`src/design/mim_pkg.sv`:
```
/*
 * Constants for the MAC interrupt mask and PHY management block:
 * register offsets, field positions, reset values and cycle counts.
 * Assumes a 200 MHz APB clock.
 */
package mim_pkg;
   // -------------------------------------------------------------
   // register map (byte addresses)
   // -------------------------------------------------------------
   localparam logic [7:0] OFS_STATUS = 8'h24;
   localparam logic [7:0] OFS_IRQ_EN = 8'h28;
   localparam logic [7:0] OFS_IRQ_DIS = 8'h2C;
   localparam logic [7:0] OFS_IRQ_MASK = 8'h30;
   localparam logic [7:0] OFS_PHY_MAN = 8'h34;
   localparam logic [7:0] OFS_PAUSE = 8'h38;
   // -------------------------------------------------------------
   // interrupt source bits
   // -------------------------------------------------------------
   localparam int EVT_W = 14;
   localparam int BIT_MGMT_DONE = 0;
   localparam int BIT_PAUSE_ZERO = 13;
   localparam logic [13:0] EVT_VALID = 14'h3CFF;
   localparam logic [13:0] MASK_RST = 14'h3CFF;
   // -------------------------------------------------------------
   // management frame fields
   // -------------------------------------------------------------
   localparam int MAN_DATA_W = 16;
   localparam int MAN_CODE_LSB = 16;
   localparam int MAN_OP_LSB = 28;
   localparam logic [1:0] OP_READ = 2'h2;
   localparam logic [1:0] OP_WRITE = 2'h1;
   localparam logic [31:0] MAN_RST = 32'h0;
   localparam logic [5:0] POS_PRE_END = 6'h1F;
   localparam logic [5:0] POS_TA = 6'h2E;
   localparam logic [5:0] POS_RDATA = 6'h30;
   localparam logic [5:0] POS_LAST = 6'h3F;
   // -------------------------------------------------------------
   // timing
   // -------------------------------------------------------------
   localparam int CLK_NS = 5;
   localparam int MDC_PERIOD_NS = 400;
   localparam int MDC_HALF_CYC = MDC_PERIOD_NS / 2 / CLK_NS;
   localparam int BIT_TIME_NS = 10;
   localparam int PAUSE_QUANTUM_NS = 512 * BIT_TIME_NS;
   localparam int PAUSE_CYC = PAUSE_QUANTUM_NS / CLK_NS;
   localparam logic [15:0] PAUSE_RST = 16'h0;
endpackage

```
`src/design/mim_top.sv`:
```
/*
 * MAC interrupt enable/disable/mask control, sticky event status,
 * PHY management frame shifter and pause time countdown, on APB.
 * Assumes event inputs are one-cycle pulses synchronous to mclk_i
 * and an external pull-up on the management data wire.
 */
//
// Behaviour
// - enable register bit 0 unmasks management-done interrupt
// - receive event enables at bits 1, 2 and 10
// - transmit event enables at bits 3 to 7
// - bus error bit 11, pause frame bit 12, pause zero bit 13
// - disable register uses same bits and masks each source
// - mask register reports the mask state of all twelve sources
// - after a management read the data field holds the PHY value
// - turnaround code is written 10 and reads back as written
// - operation 10 is read, 01 is write, others invalid
// - management done sets a status flag cleared by status read
// - 16-bit pause time decrements every 512 bit times, zero event
`timescale 1ns/10ps
module mim_top (
   input wire logic mclk_i,
   input wire logic resetn_i,
   input wire logic psel_i,
   input wire logic penable_i,
   input wire logic pwrite_i,
   input wire logic [7:0] paddr_i,
   input wire logic [31:0] pwdata_i,
   output logic [31:0] prdata_o,
   output logic pready_o,
   output logic pslverr_o,
   input wire logic rx_frame_stored_irq_i,
   input wire logic rx_desc_used_irq_i,
   input wire logic tx_desc_used_irq_i,
   input wire logic tx_underrun_irq_i,
   input wire logic retry_limit_irq_i,
   input wire logic tx_buffers_exhausted_irq_i,
   input wire logic tx_frame_sent_irq_i,
   input wire logic rx_overrun_irq_i,
   input wire logic bus_error_irq_i,
   input wire logic pause_frame_rx_irq_i,
   output logic irq_o,
   output logic mdc_o,
   output logic mdio_o,
   output logic mdio_oe_o,
   input wire logic mdio_i
);
   typedef enum logic [2:0] {
      MIM_IDLE = 3'b001,
      MIM_PRE = 3'b010,
      MIM_SHIFT = 3'b100
   } mim_state_e;

   // -------------------------------------------------------------
   // apb slave
   // -------------------------------------------------------------
   logic pready_ff, pslverr_ff;
   logic [31:0] prdata_ff, rd_val;
   logic hit, acc, first;
   logic [13:0] status_ff, mask_ff, evt, rd_clr;
   logic [31:0] man_ff;
   logic [15:0] pause_ff;
   logic busy;

   assign first = psel_i & penable_i & ~pready_ff;
   assign acc = psel_i & penable_i & pready_ff;

   always_comb begin
      hit = 1'b1;
      rd_val = 32'h0;
      unique case (paddr_i)
         mim_pkg::OFS_STATUS: rd_val = {18'h0, status_ff};
         mim_pkg::OFS_IRQ_EN: rd_val = 32'h0;
         mim_pkg::OFS_IRQ_DIS: rd_val = 32'h0;
         mim_pkg::OFS_IRQ_MASK: rd_val = {18'h0, mask_ff};
         mim_pkg::OFS_PHY_MAN: rd_val = man_ff;
         mim_pkg::OFS_PAUSE: rd_val = {16'h0, pause_ff};
         default: hit = 1'b0;
      endcase
   end

   // one wait state: ready comes the cycle after the first access cycle
   always_ff @(posedge mclk_i or negedge resetn_i) begin
      if (!resetn_i) begin
         pready_ff <= 1'b0;
         pslverr_ff <= 1'b0;
         prdata_ff <= 32'h0;
      end else begin
         pready_ff <= first;
         if (first) begin
            pslverr_ff <= ~hit;
            prdata_ff <= pwrite_i ? 32'h0 : rd_val;
         end
      end
   end

   assign prdata_o = prdata_ff;
   assign pready_o = pready_ff;
   assign pslverr_o = pslverr_ff;

   logic wr_en, wr_dis, wr_man, wr_pause, rd_stat;
   assign wr_en = acc & pwrite_i & (paddr_i == mim_pkg::OFS_IRQ_EN);
   assign wr_dis = acc & pwrite_i & (paddr_i == mim_pkg::OFS_IRQ_DIS);
   assign wr_man = acc & pwrite_i & (paddr_i == mim_pkg::OFS_PHY_MAN);
   assign wr_pause = acc & pwrite_i & (paddr_i == mim_pkg::OFS_PAUSE);
   assign rd_stat = acc & ~pwrite_i & (paddr_i == mim_pkg::OFS_STATUS);

   // -------------------------------------------------------------
   // event status and mask
   // -------------------------------------------------------------
   logic mgmt_done_irq, pause_zero_irq;
   assign evt = {pause_zero_irq, pause_frame_rx_irq_i, bus_error_irq_i,
                 rx_overrun_irq_i, 2'b00, tx_frame_sent_irq_i,
                 tx_buffers_exhausted_irq_i, retry_limit_irq_i,
                 tx_underrun_irq_i, tx_desc_used_irq_i,
                 rx_desc_used_irq_i, rx_frame_stored_irq_i,
                 mgmt_done_irq};
   // only bits the reader actually saw are cleared, so an event in the
   // wait state or at the clearing edge survives
   assign rd_clr = rd_stat ? prdata_ff[13:0] : 14'h0;

   always_ff @(posedge mclk_i or negedge resetn_i) begin
      if (!resetn_i) begin
         status_ff <= 14'h0;
      end else begin
         status_ff <= (status_ff & ~rd_clr) | evt;
      end
   end

   // mask bit high means the source is masked; all start masked
   always_ff @(posedge mclk_i or negedge resetn_i) begin
      if (!resetn_i) begin
         mask_ff <= mim_pkg::MASK_RST;
      end else if (wr_en) begin
         mask_ff <= mask_ff & ~(pwdata_i[13:0] & mim_pkg::EVT_VALID);
      end else if (wr_dis) begin
         mask_ff <= mask_ff | (pwdata_i[13:0] & mim_pkg::EVT_VALID);
      end
   end

   always_ff @(posedge mclk_i or negedge resetn_i) begin
      if (!resetn_i) begin
         irq_o <= 1'b0;
      end else begin
         irq_o <= |(status_ff & ~mask_ff);
      end
   end

   // -------------------------------------------------------------
   // pause time countdown
   // -------------------------------------------------------------
   logic [10:0] pq_ff;
   logic pq_tick;
   assign pq_tick = (pq_ff == 11'(mim_pkg::PAUSE_CYC - 1));

   always_ff @(posedge mclk_i or negedge resetn_i) begin
      if (!resetn_i) begin
         pq_ff <= 11'h0;
         pause_ff <= mim_pkg::PAUSE_RST;
      end else if (wr_pause) begin
         pq_ff <= 11'h0;
         pause_ff <= pwdata_i[15:0];
      end else begin
         pq_ff <= pq_tick ? 11'h0 : pq_ff + 11'h1;
         if (pq_tick && pause_ff != 16'h0) begin
            pause_ff <= pause_ff - 16'h1;
         end
      end
   end

   assign pause_zero_irq = pq_tick & (pause_ff == 16'h1) & ~wr_pause;

   // -------------------------------------------------------------
   // management frame shifter: 32 preamble ones then the frame
   // -------------------------------------------------------------
   mim_state_e st_ff;
   logic [5:0] pos_ff, div_ff;
   logic [15:0] rsh_ff;
   logic is_rd, div_wrap, mdc_fall, mdc_rise, last_bit;
   assign busy = (st_ff != MIM_IDLE);
   assign is_rd = (man_ff[29:28] == mim_pkg::OP_READ);
   assign div_wrap = (div_ff == 6'(mim_pkg::MDC_HALF_CYC - 1));
   assign mdc_fall = busy & div_wrap & mdc_o;
   assign mdc_rise = busy & div_wrap & ~mdc_o;
   assign last_bit = (pos_ff == mim_pkg::POS_LAST);
   assign mgmt_done_irq = mdc_fall & last_bit;

   always_ff @(posedge mclk_i or negedge resetn_i) begin
      if (!resetn_i) begin
         st_ff <= MIM_IDLE;
         pos_ff <= 6'h0;
         div_ff <= 6'h0;
         mdc_o <= 1'b0;
      end else begin
         unique case (st_ff)
            MIM_IDLE: begin
               div_ff <= 6'h0;
               mdc_o <= 1'b0;
               pos_ff <= 6'h0;
               if (wr_man) begin
                  st_ff <= MIM_PRE;
               end
            end
            MIM_PRE, MIM_SHIFT: begin
               div_ff <= div_wrap ? 6'h0 : div_ff + 6'h1;
               if (div_wrap) begin
                  mdc_o <= ~mdc_o;
               end
               if (mdc_fall) begin
                  pos_ff <= pos_ff + 6'h1;
                  if (last_bit) begin
                     st_ff <= MIM_IDLE;
                  end else if (pos_ff == mim_pkg::POS_PRE_END) begin
                     st_ff <= MIM_SHIFT;
                  end
               end
            end
         endcase
      end
   end

   // drive the bit for the position being entered at the falling edge
   logic [5:0] npos;
   logic nxt_oe;
   assign npos = mdc_fall ? pos_ff + 6'h1 : pos_ff;
   assign nxt_oe = ~(is_rd && npos >= mim_pkg::POS_TA);

   always_ff @(posedge mclk_i or negedge resetn_i) begin
      if (!resetn_i) begin
         mdio_o <= 1'b1;
         mdio_oe_o <= 1'b0;
      end else if (wr_man && !busy) begin
         mdio_o <= 1'b1;
         mdio_oe_o <= 1'b1;
      end else if (mdc_fall) begin
         mdio_oe_o <= ~last_bit & nxt_oe;
         mdio_o <= npos[5] ? man_ff[~npos[4:0]] : 1'b1;
      end
   end

   always_ff @(posedge mclk_i or negedge resetn_i) begin
      if (!resetn_i) begin
         rsh_ff <= 16'h0;
      end else if (mdc_rise && is_rd && pos_ff >= mim_pkg::POS_RDATA) begin
         rsh_ff <= {rsh_ff[14:0], mdio_i};
      end
   end

   // a write while a frame is in flight is dropped whole
   always_ff @(posedge mclk_i or negedge resetn_i) begin
      if (!resetn_i) begin
         man_ff <= mim_pkg::MAN_RST;
      end else if (wr_man && !busy) begin
         man_ff <= pwdata_i;
      end else if (mgmt_done_irq && is_rd) begin
         man_ff[15:0] <= rsh_ff;
      end
   end

   // -------------------------------------------------------------
   // checks
   // -------------------------------------------------------------
   en_unmask_a: assert property (@(posedge mclk_i) disable iff (!resetn_i)
      wr_en |=> (mask_ff & $past(pwdata_i[13:0]) & mim_pkg::EVT_VALID)
                == 14'h0) else $error("enable write left a bit masked");
   dis_mask_a: assert property (@(posedge mclk_i) disable iff (!resetn_i)
      wr_dis |=> mask_ff == ($past(mask_ff) |
         ($past(pwdata_i[13:0]) & mim_pkg::EVT_VALID)))
      else $error("disable write wrong mask");
   mask_read_a: assert property (@(posedge mclk_i) disable iff (!resetn_i)
      (first && !pwrite_i && paddr_i == mim_pkg::OFS_IRQ_MASK)
      |=> prdata_o[13:0] == $past(mask_ff))
      else $error("mask read mismatch");
   mgmt_flag_a: assert property (@(posedge mclk_i) disable iff (!resetn_i)
      mgmt_done_irq |=> status_ff[mim_pkg::BIT_MGMT_DONE] && !busy)
      else $error("management done flag not set");
   busy_drop_a: assert property (@(posedge mclk_i) disable iff (!resetn_i)
      (wr_man && busy && !mgmt_done_irq) |=> $stable(man_ff))
      else $error("frame register changed while busy");
   code_back_a: assert property (@(posedge mclk_i) disable iff (!resetn_i)
      (wr_man && !busy) |=> ##1 man_ff[17:16] == $past(pwdata_i[17:16], 2))
      else $error("code field not kept");
   pause_zero_a: assert property (@(posedge mclk_i) disable iff (!resetn_i)
      pause_zero_irq |=> pause_ff == 16'h0 &&
         status_ff[mim_pkg::BIT_PAUSE_ZERO])
      else $error("pause zero event wrong");
   rd_release_a: assert property (@(posedge mclk_i) disable iff (!resetn_i)
      (busy && is_rd && pos_ff >= mim_pkg::POS_TA && !mdc_fall)
      |-> !mdio_oe_o) else $error("driving during read data");
   irq_gate_a: assert property (@(posedge mclk_i) disable iff (!resetn_i)
      ##1 irq_o == |($past(status_ff) & ~$past(mask_ff)))
      else $error("interrupt output not gated by mask");
   frame_len_a: assert property (@(posedge mclk_i) disable iff (!resetn_i)
      (wr_man && !busy) |=> busy [*8])
      else $error("frame ended too soon");
endmodule

```
`config.mk`:
```
export PLATFORM = sky130hd
export DESIGN_NAME = mim_top
export DESIGN_NICKNAME = d
export VERILOG_FILES = /design/src/design/mim_pkg.sv /design/src/design/mim_top.sv
export SDC_FILE = /design/constraint.sdc
export NUM_CORES = 1
export LEC_CHECK = 0
export ABC_AREA = 1
export BUFFER_PORTS_ARGS = -buffer_cell sky130_fd_sc_hd__buf_2
export CORE_ASPECT_RATIO = 0.5
export CORE_MARGIN = 5
export CORE_UTILIZATION = 51
export DETAILED_ROUTE_END_ITERATION = 7
export HOLD_SLACK_MARGIN = 0.08
export PLACE_DENSITY = 0.83
export REMOVE_ABC_BUFFERS = 1
export SLEW_MARGIN = 20
export SYNTH_ARGS = -nofsm -noshare
export SYNTH_HDL_FRONTEND = slang
export SYNTH_SLANG_ARGS = --single-unit
```
`constraint.sdc`:
```
create_clock -name mclk_i -period 2.45 [get_ports mclk_i]
set_input_delay 0.6125 -clock mclk_i [delete_from_list [all_inputs] [get_ports mclk_i]]
set_output_delay 0.6125 -clock mclk_i [all_outputs]
set_load 0.02 [all_outputs]
```
==> results of run 1 <==
[path summary, 6_finish.rpt]
check / start / end / slack (ns) / depth (start not counted)
worst max-delay path: div_ff[0] / mdio_o / 0.25 / 13
worst min-delay path: resetn_i / pause_ff[3] / 0.12 / 1
worst max register to register: div_ff[0] / mdio_o / 0.25 / 13
worst min register to register: div_ff[0] / div_ff[0] / 0.46 / 1
max in group asynchronous: resetn_i / st_ff[0] / 1.59 / 2
min in group mclk_i: pause_frame_rx_irq_i / status_ff[12] / 0.37 / 2
[per-layer routing]
layer	vias to the layer above	track usage [%]	part of all wire [%]	wire [um]
met3	60	6.03	9.5	1990
met1	3371	31.8	42	8700
met4	0	8.46	2.5	513
li1	3276	-	-	-
met5	-	0	0	0
met2	373	37.8	46	9690
[layout by cell type, fill, tap and decap left out, types with 5 or more instances in the layout]
cell	synthesis	final
nand2_1	209	209
dfrtp_1	140	140
inv_1	122	122
o21ai_0	101	101
buf_2	8	92
nor2_1	61	61
nand3_1	57	57
buf_4	1	24
o22ai_1	17	17
a32o_1	17	17
clkbuf_16	0	17
a21oi_1	16	16
a221oi_1	15	15
o21ai_1	15	15
dfstp_2	14	14
xor2_1	10	10
nor2_2	8	8
inv_2	8	8
nor3_1	8	8
a31oi_1	8	8
nand4_1	7	7
or2_1	7	7
inv_6	0	7
xnor2_1	5	5
mux2_2	5	5
nand2_2	5	5
ha_1	5	5
[registers in the layout, indices dropped and copies added, names as in the netlist, 3 cells and up, named ones only]
signal	count
pause_ff	16
rsh_ff	16
prdata_o	32
pos_ff	6
div_ff	6
st_ff	3
man_ff	32
pq_ff	11
status_ff	14
[cells by family after synthesis]
family                   synth area share, %
AND/OR/NAND/NOR                         22.0
AO/OA/AOI/OAI                           16.0
buffers and inverters                   8.36
flip-flops                              50.3
XOR/XNOR                                1.71
multiplexers                           0.862
adder cells (fa/ha/maj)                0.813
[per-stage QoR]
stage               hold WS [ns]  worst slack (ns)  utilization (%)  setup TNS [ns]
finish                     0.121             0.253             61.7               0
CTS                        0.134             0.266             61.7               0
global route               0.152            0.0403             61.7               0
detailed placement         0.452            0.0914             57.9               0
floorplan                  0.317            -0.713                -          -15.35
global placement           0.438             0.218             57.9               0
[power by group through the flow]
stage               Combinational (W)  Clock, W  Sequential, W
floorplan                    0.000116         0        0.00271
global placement             0.000270         0        0.00272
detailed placement           0.000281         0        0.00272
CTS                          0.000281   0.00254        0.00267
global route                 0.000315   0.00265        0.00268
finish                       0.000277   0.00251        0.00268
[final cells by class]
| cell class | instances | area share (%) |
|---|---|---|
| clock buffer | 17 | 4.71 |
| clock inverter | 15 | 1.48 |
| inverter | 131 | 5.48 |
| multi-input combinational | 608 | 35.3 |
| sequential | 154 | 42.9 |
| tap | 198 | 2.74 |
| timing repair buffer | 118 | 7.44 |
==> implementation parameters, run 1 <==
Parameter                              Value

Global route
  Total grt overflow ... 0
  Vias in the first global route ... about 7000
  Antenna violations before repair ... 0
  Wire length of the first global-routing pass ... roughly 35 mm
  Maximum number of pins on one net before global-route repair ... between 40 and 50
  GRT Overall Usage ... 23.8%

Setup path
  Nature of the critical path startpoint ... flop
  Worst setup path class ... reg -> reg
  Critical-path cell list ... ha_1 -> nand3_2 -> nor2_4 -> nand3_4 -> o21ai_2 -> nand3_1 -> nand3_1 -> nand3_1 -> nand2_1 -> nand2_1 -> nand3_1 -> nand2_1 -> inv_1
  Crit. End Element ... flop
  Arrival @ worst endpoint ... about 2.6 ns
  Family with the most delay on the worst path ... simple AND/OR/NAND/NOR gates
  Required @ worst endpoint ... between 2 and 3 ns
  Cell seen most often among critical-path stages ... nand3_1
  Slowest stage cell, crit path ... o21ai_2
  Maximum fanout along the worst path ... 10
  Buffer and inverter count on the worst path ... 1
  Highest cell delay on the worst timing path ... approximately 0.41 ns

Cells and area
  Final Non-Filler Cells ... 1241
  Number of fillers in the final layout ... about 1200
  Number of diodes ... 0
  Total Nets Final ... about 1100
  Syn-to-layout area delta ... 17.3%
  Area of combinational cells with multiple inputs ... ~3200 um^2
  Fraction of layout instances using a drive strength above 1 ... 20.0%
  Post-route standard cell area excluding fillers ... between 9000 and 10000 um^2
  Storage cell area ... 3870 um^2

Drt
  Drt drc ... 0
  Post-route ant nets ... 0
  Post-detailed-routing wire length ... 20.9 mm
  Detailed-route via count ... roughly 7000
  Routed length per instance ... 16.8 um
  Violation count after the first detailed-routing iteration ... approximately 700
  1st-pass router iterations ... 8
  Via density per instance ... between 5 and 6

Die
  IO Count ... 94
  Die height ... 96.9 um
  Row count ... 31
  Starting utilization of the core area ... around 53%
  Horiz. Die Dim ... ~180 um
  Placeable core region ... between 10000 and 15000 um^2
  Die footprint ... about 18000 um^2

Timing
  Worst setup skew after layout ... 0.00901 ns
  Fmax achieved ... between 400 and 500 MHz
  Total count of hold-check failures in the final report ... 0
  Number of pins with negative max-slew slack in the final report ... 0
  Count of endpoints failing setup in the final report ... 0
  Slew at the pin closest to its max-slew limit ... between 0.6 and 0.7 ns
  Final period utilization ... 89.7%
  Unrepaired setup endpoints after global routing ... no
  Headroom to the max-slew limit ... a little over half
  Crit path time final ... between 2 and 2.5 ns

Placed design
  Post-detail-place hpwl ... between 15 and 20 mm
  Post-Place Cells ... roughly 1200
  PortBufs ... between 90 and 100
  Instance area at placement ... 8470 um^2
  RePlAce Congestion ... approximately 0.97

CTS
  Root buffer selected by CTS ... clkbuf_16
  Clk_lat worst skew ... 0.42 ns
  Clock sink count ... about 150
  Number of setup buffers added after CTS ... 0
  CTS HTree Levels ... 4
  CTS tree ... yes
  Resized Gates After CTS ... 0
  Maximum count of clock buffers along a single path ... 2
  # hold bufs at CTS ... 0
  TritonCTS buffer count ... 17
  Clk pin slew, worst setup/hold paths ... around 0.07 ns

Min path
  Tightest Hold Check Type ... in -> async

Yosys
  Register bit count reported by yosys ... between 150 and 200
  Mean Syn Cell Area ... between 8 and 9 um^2
  Most instantiated cells after synthesis ... nand2_1 (209), dfrtp_1 (140), inv_1 (122)
  Top cell type's share of synthesized area ... between 40% and 50%
  Sequential area share after synthesis ... just over 50%
  Number of enable flip-flop cells after synthesis ... 0
  Post-synthesis cell count ... 925
  Top area cells in the synthesized netlist ... dfrtp_1 (46%), nand2_1 (10%), o21ai_0 (6.6%), inv_1 (6.0%), dfstp_2 (4.8%)
  Top_reg_cell synth ... dfrtp_1
  Synthesis Warnings ... 0
  Mapped cell area ... around 7700 um^2
  Number of distinct library cells after synthesis ... between 40 and 50
  Cell type contributing the most total cell area after synthesis ... dfrtp_1
  Proportion of synthesized flip-flops having asynchronous set or reset ... between 90% and 100%
  Most frequent cell after synthesis ... nand2_1

Pwr
  Power share of the combinational group ... about 5.1%
  Clock power frac ... 45.9%
  Relative contribution of sequential cells to total power ... about half
  PD cells ... about 600 nW/um^2
  Net switching share of the total power ... about a quarter
  Total Power Consumption ... 0.00546 W
  Leakage power ... approximately 4.5 nW
  Internal power ... between 0.004 and 0.005 W
  Maximum VDD drop ... ~0.49 mV
  Reported net switching power ... around 0.0014 W

Run
  Max cap viols ... 0

Run status
  Run status ... finished, final reports clean
No activity file was read; power rests on OpenSTA's default activity.
==> run 2: changes to the inputs <==
--- a/config.mk
+++ b/config.mk
@@ -14,2 +14,3 @@
 export HOLD_SLACK_MARGIN = 0.08
+export MAX_ROUTING_LAYER = met4
 export PLACE_DENSITY = 0.83
==> constraint.sdc (replaced) <==
create_clock -name mclk_i -period 2.45 [get_ports mclk_i]
set_input_delay 0 -clock mclk_i [delete_from_list [all_inputs] [get_ports mclk_i]]
set_output_delay 0 -clock mclk_i [all_outputs]
set_load 0.02 [all_outputs]
==> run 2 against run 1 <==
Routed wire length up 2.0%. Final cell count up 4.0%. Clock power up 4%. Register-to-register slack worse by 0.03 ns. Die area unchanged. Combinational power up 20%. Global-route usage up 0.96 points. First-iteration DRC count up 6.5%. Core utilization up 3.6 points. Critical path depth up 1. Worst hold slack worse by 0.015 ns. Final area up 5.8%. Critical path type unchanged. Largest cell class unchanged.
==> implementation parameters, run 2 (synthesis results as in run 1) <==
Parameter                              Value

Global route
  Maximum number of pins on one net before global-route repair ... 62 (+27%)
  GRT Overall Usage ... 24.8% (+0.96 points)
  Antenna violations before repair ... 0 (unchanged)
  Total grt overflow ... 0 (unchanged)
  Vias in the first global route ... 7242 (+3.9%)
  Wire length of the first global-routing pass ... 35.1 mm (+1.8%)

Cells and area
  Number of diodes ... 0 (unchanged)
  Syn-to-layout area delta ... 24.1%
  Most common library cell in the layout ignoring fill and taps ... nand2_1
  Fraction of layout instances using a drive strength above 1 ... 18.8% (-1.2 points)
  Final Non-Filler Cells ... 1291 (+4.0%)
  Commonest cells after routing, fill and taps aside ... nand2_1 (209), dfrtp_1 (140), inv_1 (122)
  Total Nets Final ... 1141 (+4.6%)

Setup path
  Required @ worst endpoint ... 2.78 ns (-0.04 ns)
  Worst setup path class ... reg -> reg
  Arrival @ worst endpoint ... 2.56 ns (about the same)
  Crit. End Element ... flop
  Nature of the critical path startpoint ... flop
  Maximum fanout along the worst path ... 8 (-2)

Placed design
  Post-Place Cells ... 1203 (-0.50%)
  PortBufs ... 93 (unchanged)
  RePlAce Congestion ... 0.959 (-1.2%)
  Post-detail-place hpwl ... 14.9 mm (-2.5%)

Die
  Placeable core region ... 14600 um^2 (unchanged)
  Starting utilization of the core area ... 52.6% (unchanged)
  Die footprint ... 17800 um^2 (unchanged)
  Die height ... 96.9 um (unchanged)
  IO Count ... 94 (unchanged)
  Horiz. Die Dim ... 184 um (unchanged)
  Row count ... 31 (unchanged)

Timing
  Headroom to the max-slew limit ... 47.7% (-6.7 points)
  Number of pins with negative max-slew slack in the final report ... 0 (unchanged)
  Unrepaired setup endpoints after global routing ... no
  Final period utilization ... 91.0% (+1.3 points)
  Fmax achieved ... 448 MHz (-1.5%)
  Slew at the pin closest to its max-slew limit ... 0.784 ns (+0.117 ns)
  Count of endpoints failing setup in the final report ... 0 (unchanged)
  Crit path time final ... 2.23 ns (+0.0324 ns)
  Hold Slack ... 0.106 ns (-0.0154 ns)
  Total count of hold-check failures in the final report ... 0 (unchanged)
  Worst setup skew after layout ... 0.0116 ns (+0.00262 ns)

Pwr
  Internal power ... 0.00420 W (+3.6%)
  Leakage power ... 4.71 nW (+5.3%)
  Clock power frac ... 46.3% (+0.4 points)
  Maximum VDD drop ... 0.497 mV (+0.62%)
  Power share of the combinational group ... 5.9% (+0.8 points)
  Reported net switching power ... 0.00141 W (about the same)
  Net switching share of the total power ... 25.1% (-0.69 points)
  PD cells ... 587 nW/um^2 (-3.0%)
  Relative contribution of sequential cells to total power ... 47.8% (-1.2 points)

Drt
  Routed length per instance ... 16.5 um (-2.0%)
  1st-pass router iterations ... 8 (unchanged)
  Detailed-route via count ... 7263 (+2.6%)
  Post-detailed-routing wire length ... 21.3 mm (+2.0%)
  Violation count after the first detailed-routing iteration ... 765 (+6.5%)
  Post-route ant nets ... 0 (unchanged)
  Via density per instance ... 5.63 (-1.4%)
  Drt drc ... 0 (unchanged)

CTS
  CTS tree ... yes
  Maximum count of clock buffers along a single path ... 2 (unchanged)
  Clk_lat worst skew ... 0.42 ns (about the same)
  Resized Gates After CTS ... 0 (unchanged)
  Clock sink count ... 154 (unchanged)
  Root buffer selected by CTS ... clkbuf_16
  CTS HTree Levels ... 4 (unchanged)
  Clk pin slew, worst setup/hold paths ... 0.07 ns (about the same)
  TritonCTS buffer count ... 17 (unchanged)

Run status
  Run status ... finished, final reports clean

Run
  Max cap viols ... 0 (unchanged)

Min path
  Tightest Hold Check Type ... in -> async
-- run 2: cell types whose count changed in the layout (fill, tap and decap cells not counted), sizes merged --
cell         before  now
inv             140  141
clkinvlp          2    1
clkinv            4    3
bufinv            0    1
buf             118  115
dlygate4sd3       0   53
-- run 2: worst max-delay path, cell delays in order, from the launching register on --
cell and delay (ns):
dfrtp_1 0.41, ha_1 0.22, nand3_1 0.09, inv_1 0.10, nand2_2 0.07, nor2_2 0.10, nand2_1 0.09, nor2_2 0.10
nand2_1 0.08, nor2_1 0.14, nor2_1 0.10, a31oi_4 0.28, buf_4 0.19, nor2_1 0.04, a31oi_1 0.15
-- run 2: path summary, 6_finish.rpt --
check | from | end | slack (ns) | cells after the start
max in group asynchronous | resetn_i | man_ff[23] | 1.55 | 3
worst min register to register | div_ff[3] | div_ff[4] | 0.45 | 1
min in group mclk_i | pwrite_i | status_ff[8] | 0.11 | 4
worst max register to register | pq_ff[0] | pause_ff[4] | 0.22 | 14
worst min-delay path | resetn_i | status_ff[2] | 0.11 | 2
worst max-delay path | pq_ff[0] | pause_ff[4] | 0.22 | 14
-- run 2: power groups by stage --
stage | registers [W] | clock network, W | logic (W)
after floorplan | 0.00271 | 0 | 0.000116
after global placement | 0.00272 | 0 | 0.000264
after detailed placement | 0.00272 | 0 | 0.000274
after CTS | 0.00268 | 0.00261 | 0.000334
after global routing | 0.00269 | 0.00272 | 0.000371
final | 0.00268 | 0.00260 | 0.000333
-- run 2: area by class of cell --
class,instances,area [um^2]
sequential,154,3870
clock inverter,15,149
tap,198,248
inverter,131,494
multi-input combinational,608,3180
timing repair buffer,168,1180
clock buffer,17,425
fill,1186,5070
-- run 2: stage by stage --
| step | total power, W | setup WS [ns] | cell area [um^2] | util [%] | TNS, ns |
|---|---|---|---|---|---|
| 2_1_floorplan | 0.00283 | -0.100 | 7550 | - | -1.42 |
| 3_3_place_gp | 0.00298 | 0.428 | 8420 | 57.6 | 0 |
| 3_5_place_dp | 0.00300 | 0.241 | 8420 | 57.6 | 0 |
| 4_1_cts | 0.00563 | 0.206 | 9530 | 65.1 | 0 |
| 5_1_grt | 0.00578 | 0.0516 | 9550 | 65.3 | 0 |
| 6_report | 0.00561 | 0.220 | 9550 | 65.3 | 0 |
-- run 2: repair_timing --
item                                    in CTS  in global routing
endpoints found under the setup margin       0                  1
buffers inserted                             0                  3
hold buffers                                53                  0
endpoints found under the hold margin      183                  0
-- run 2: metal layers --
metal	track usage, %	wire [um]	vias to the layer above
met5	-	0	-
met2	38.7	9960	357
met1	31.9	8900	3477
li1	-	-	3372
met3	5.43	1870	57
met4	9.09	567	0
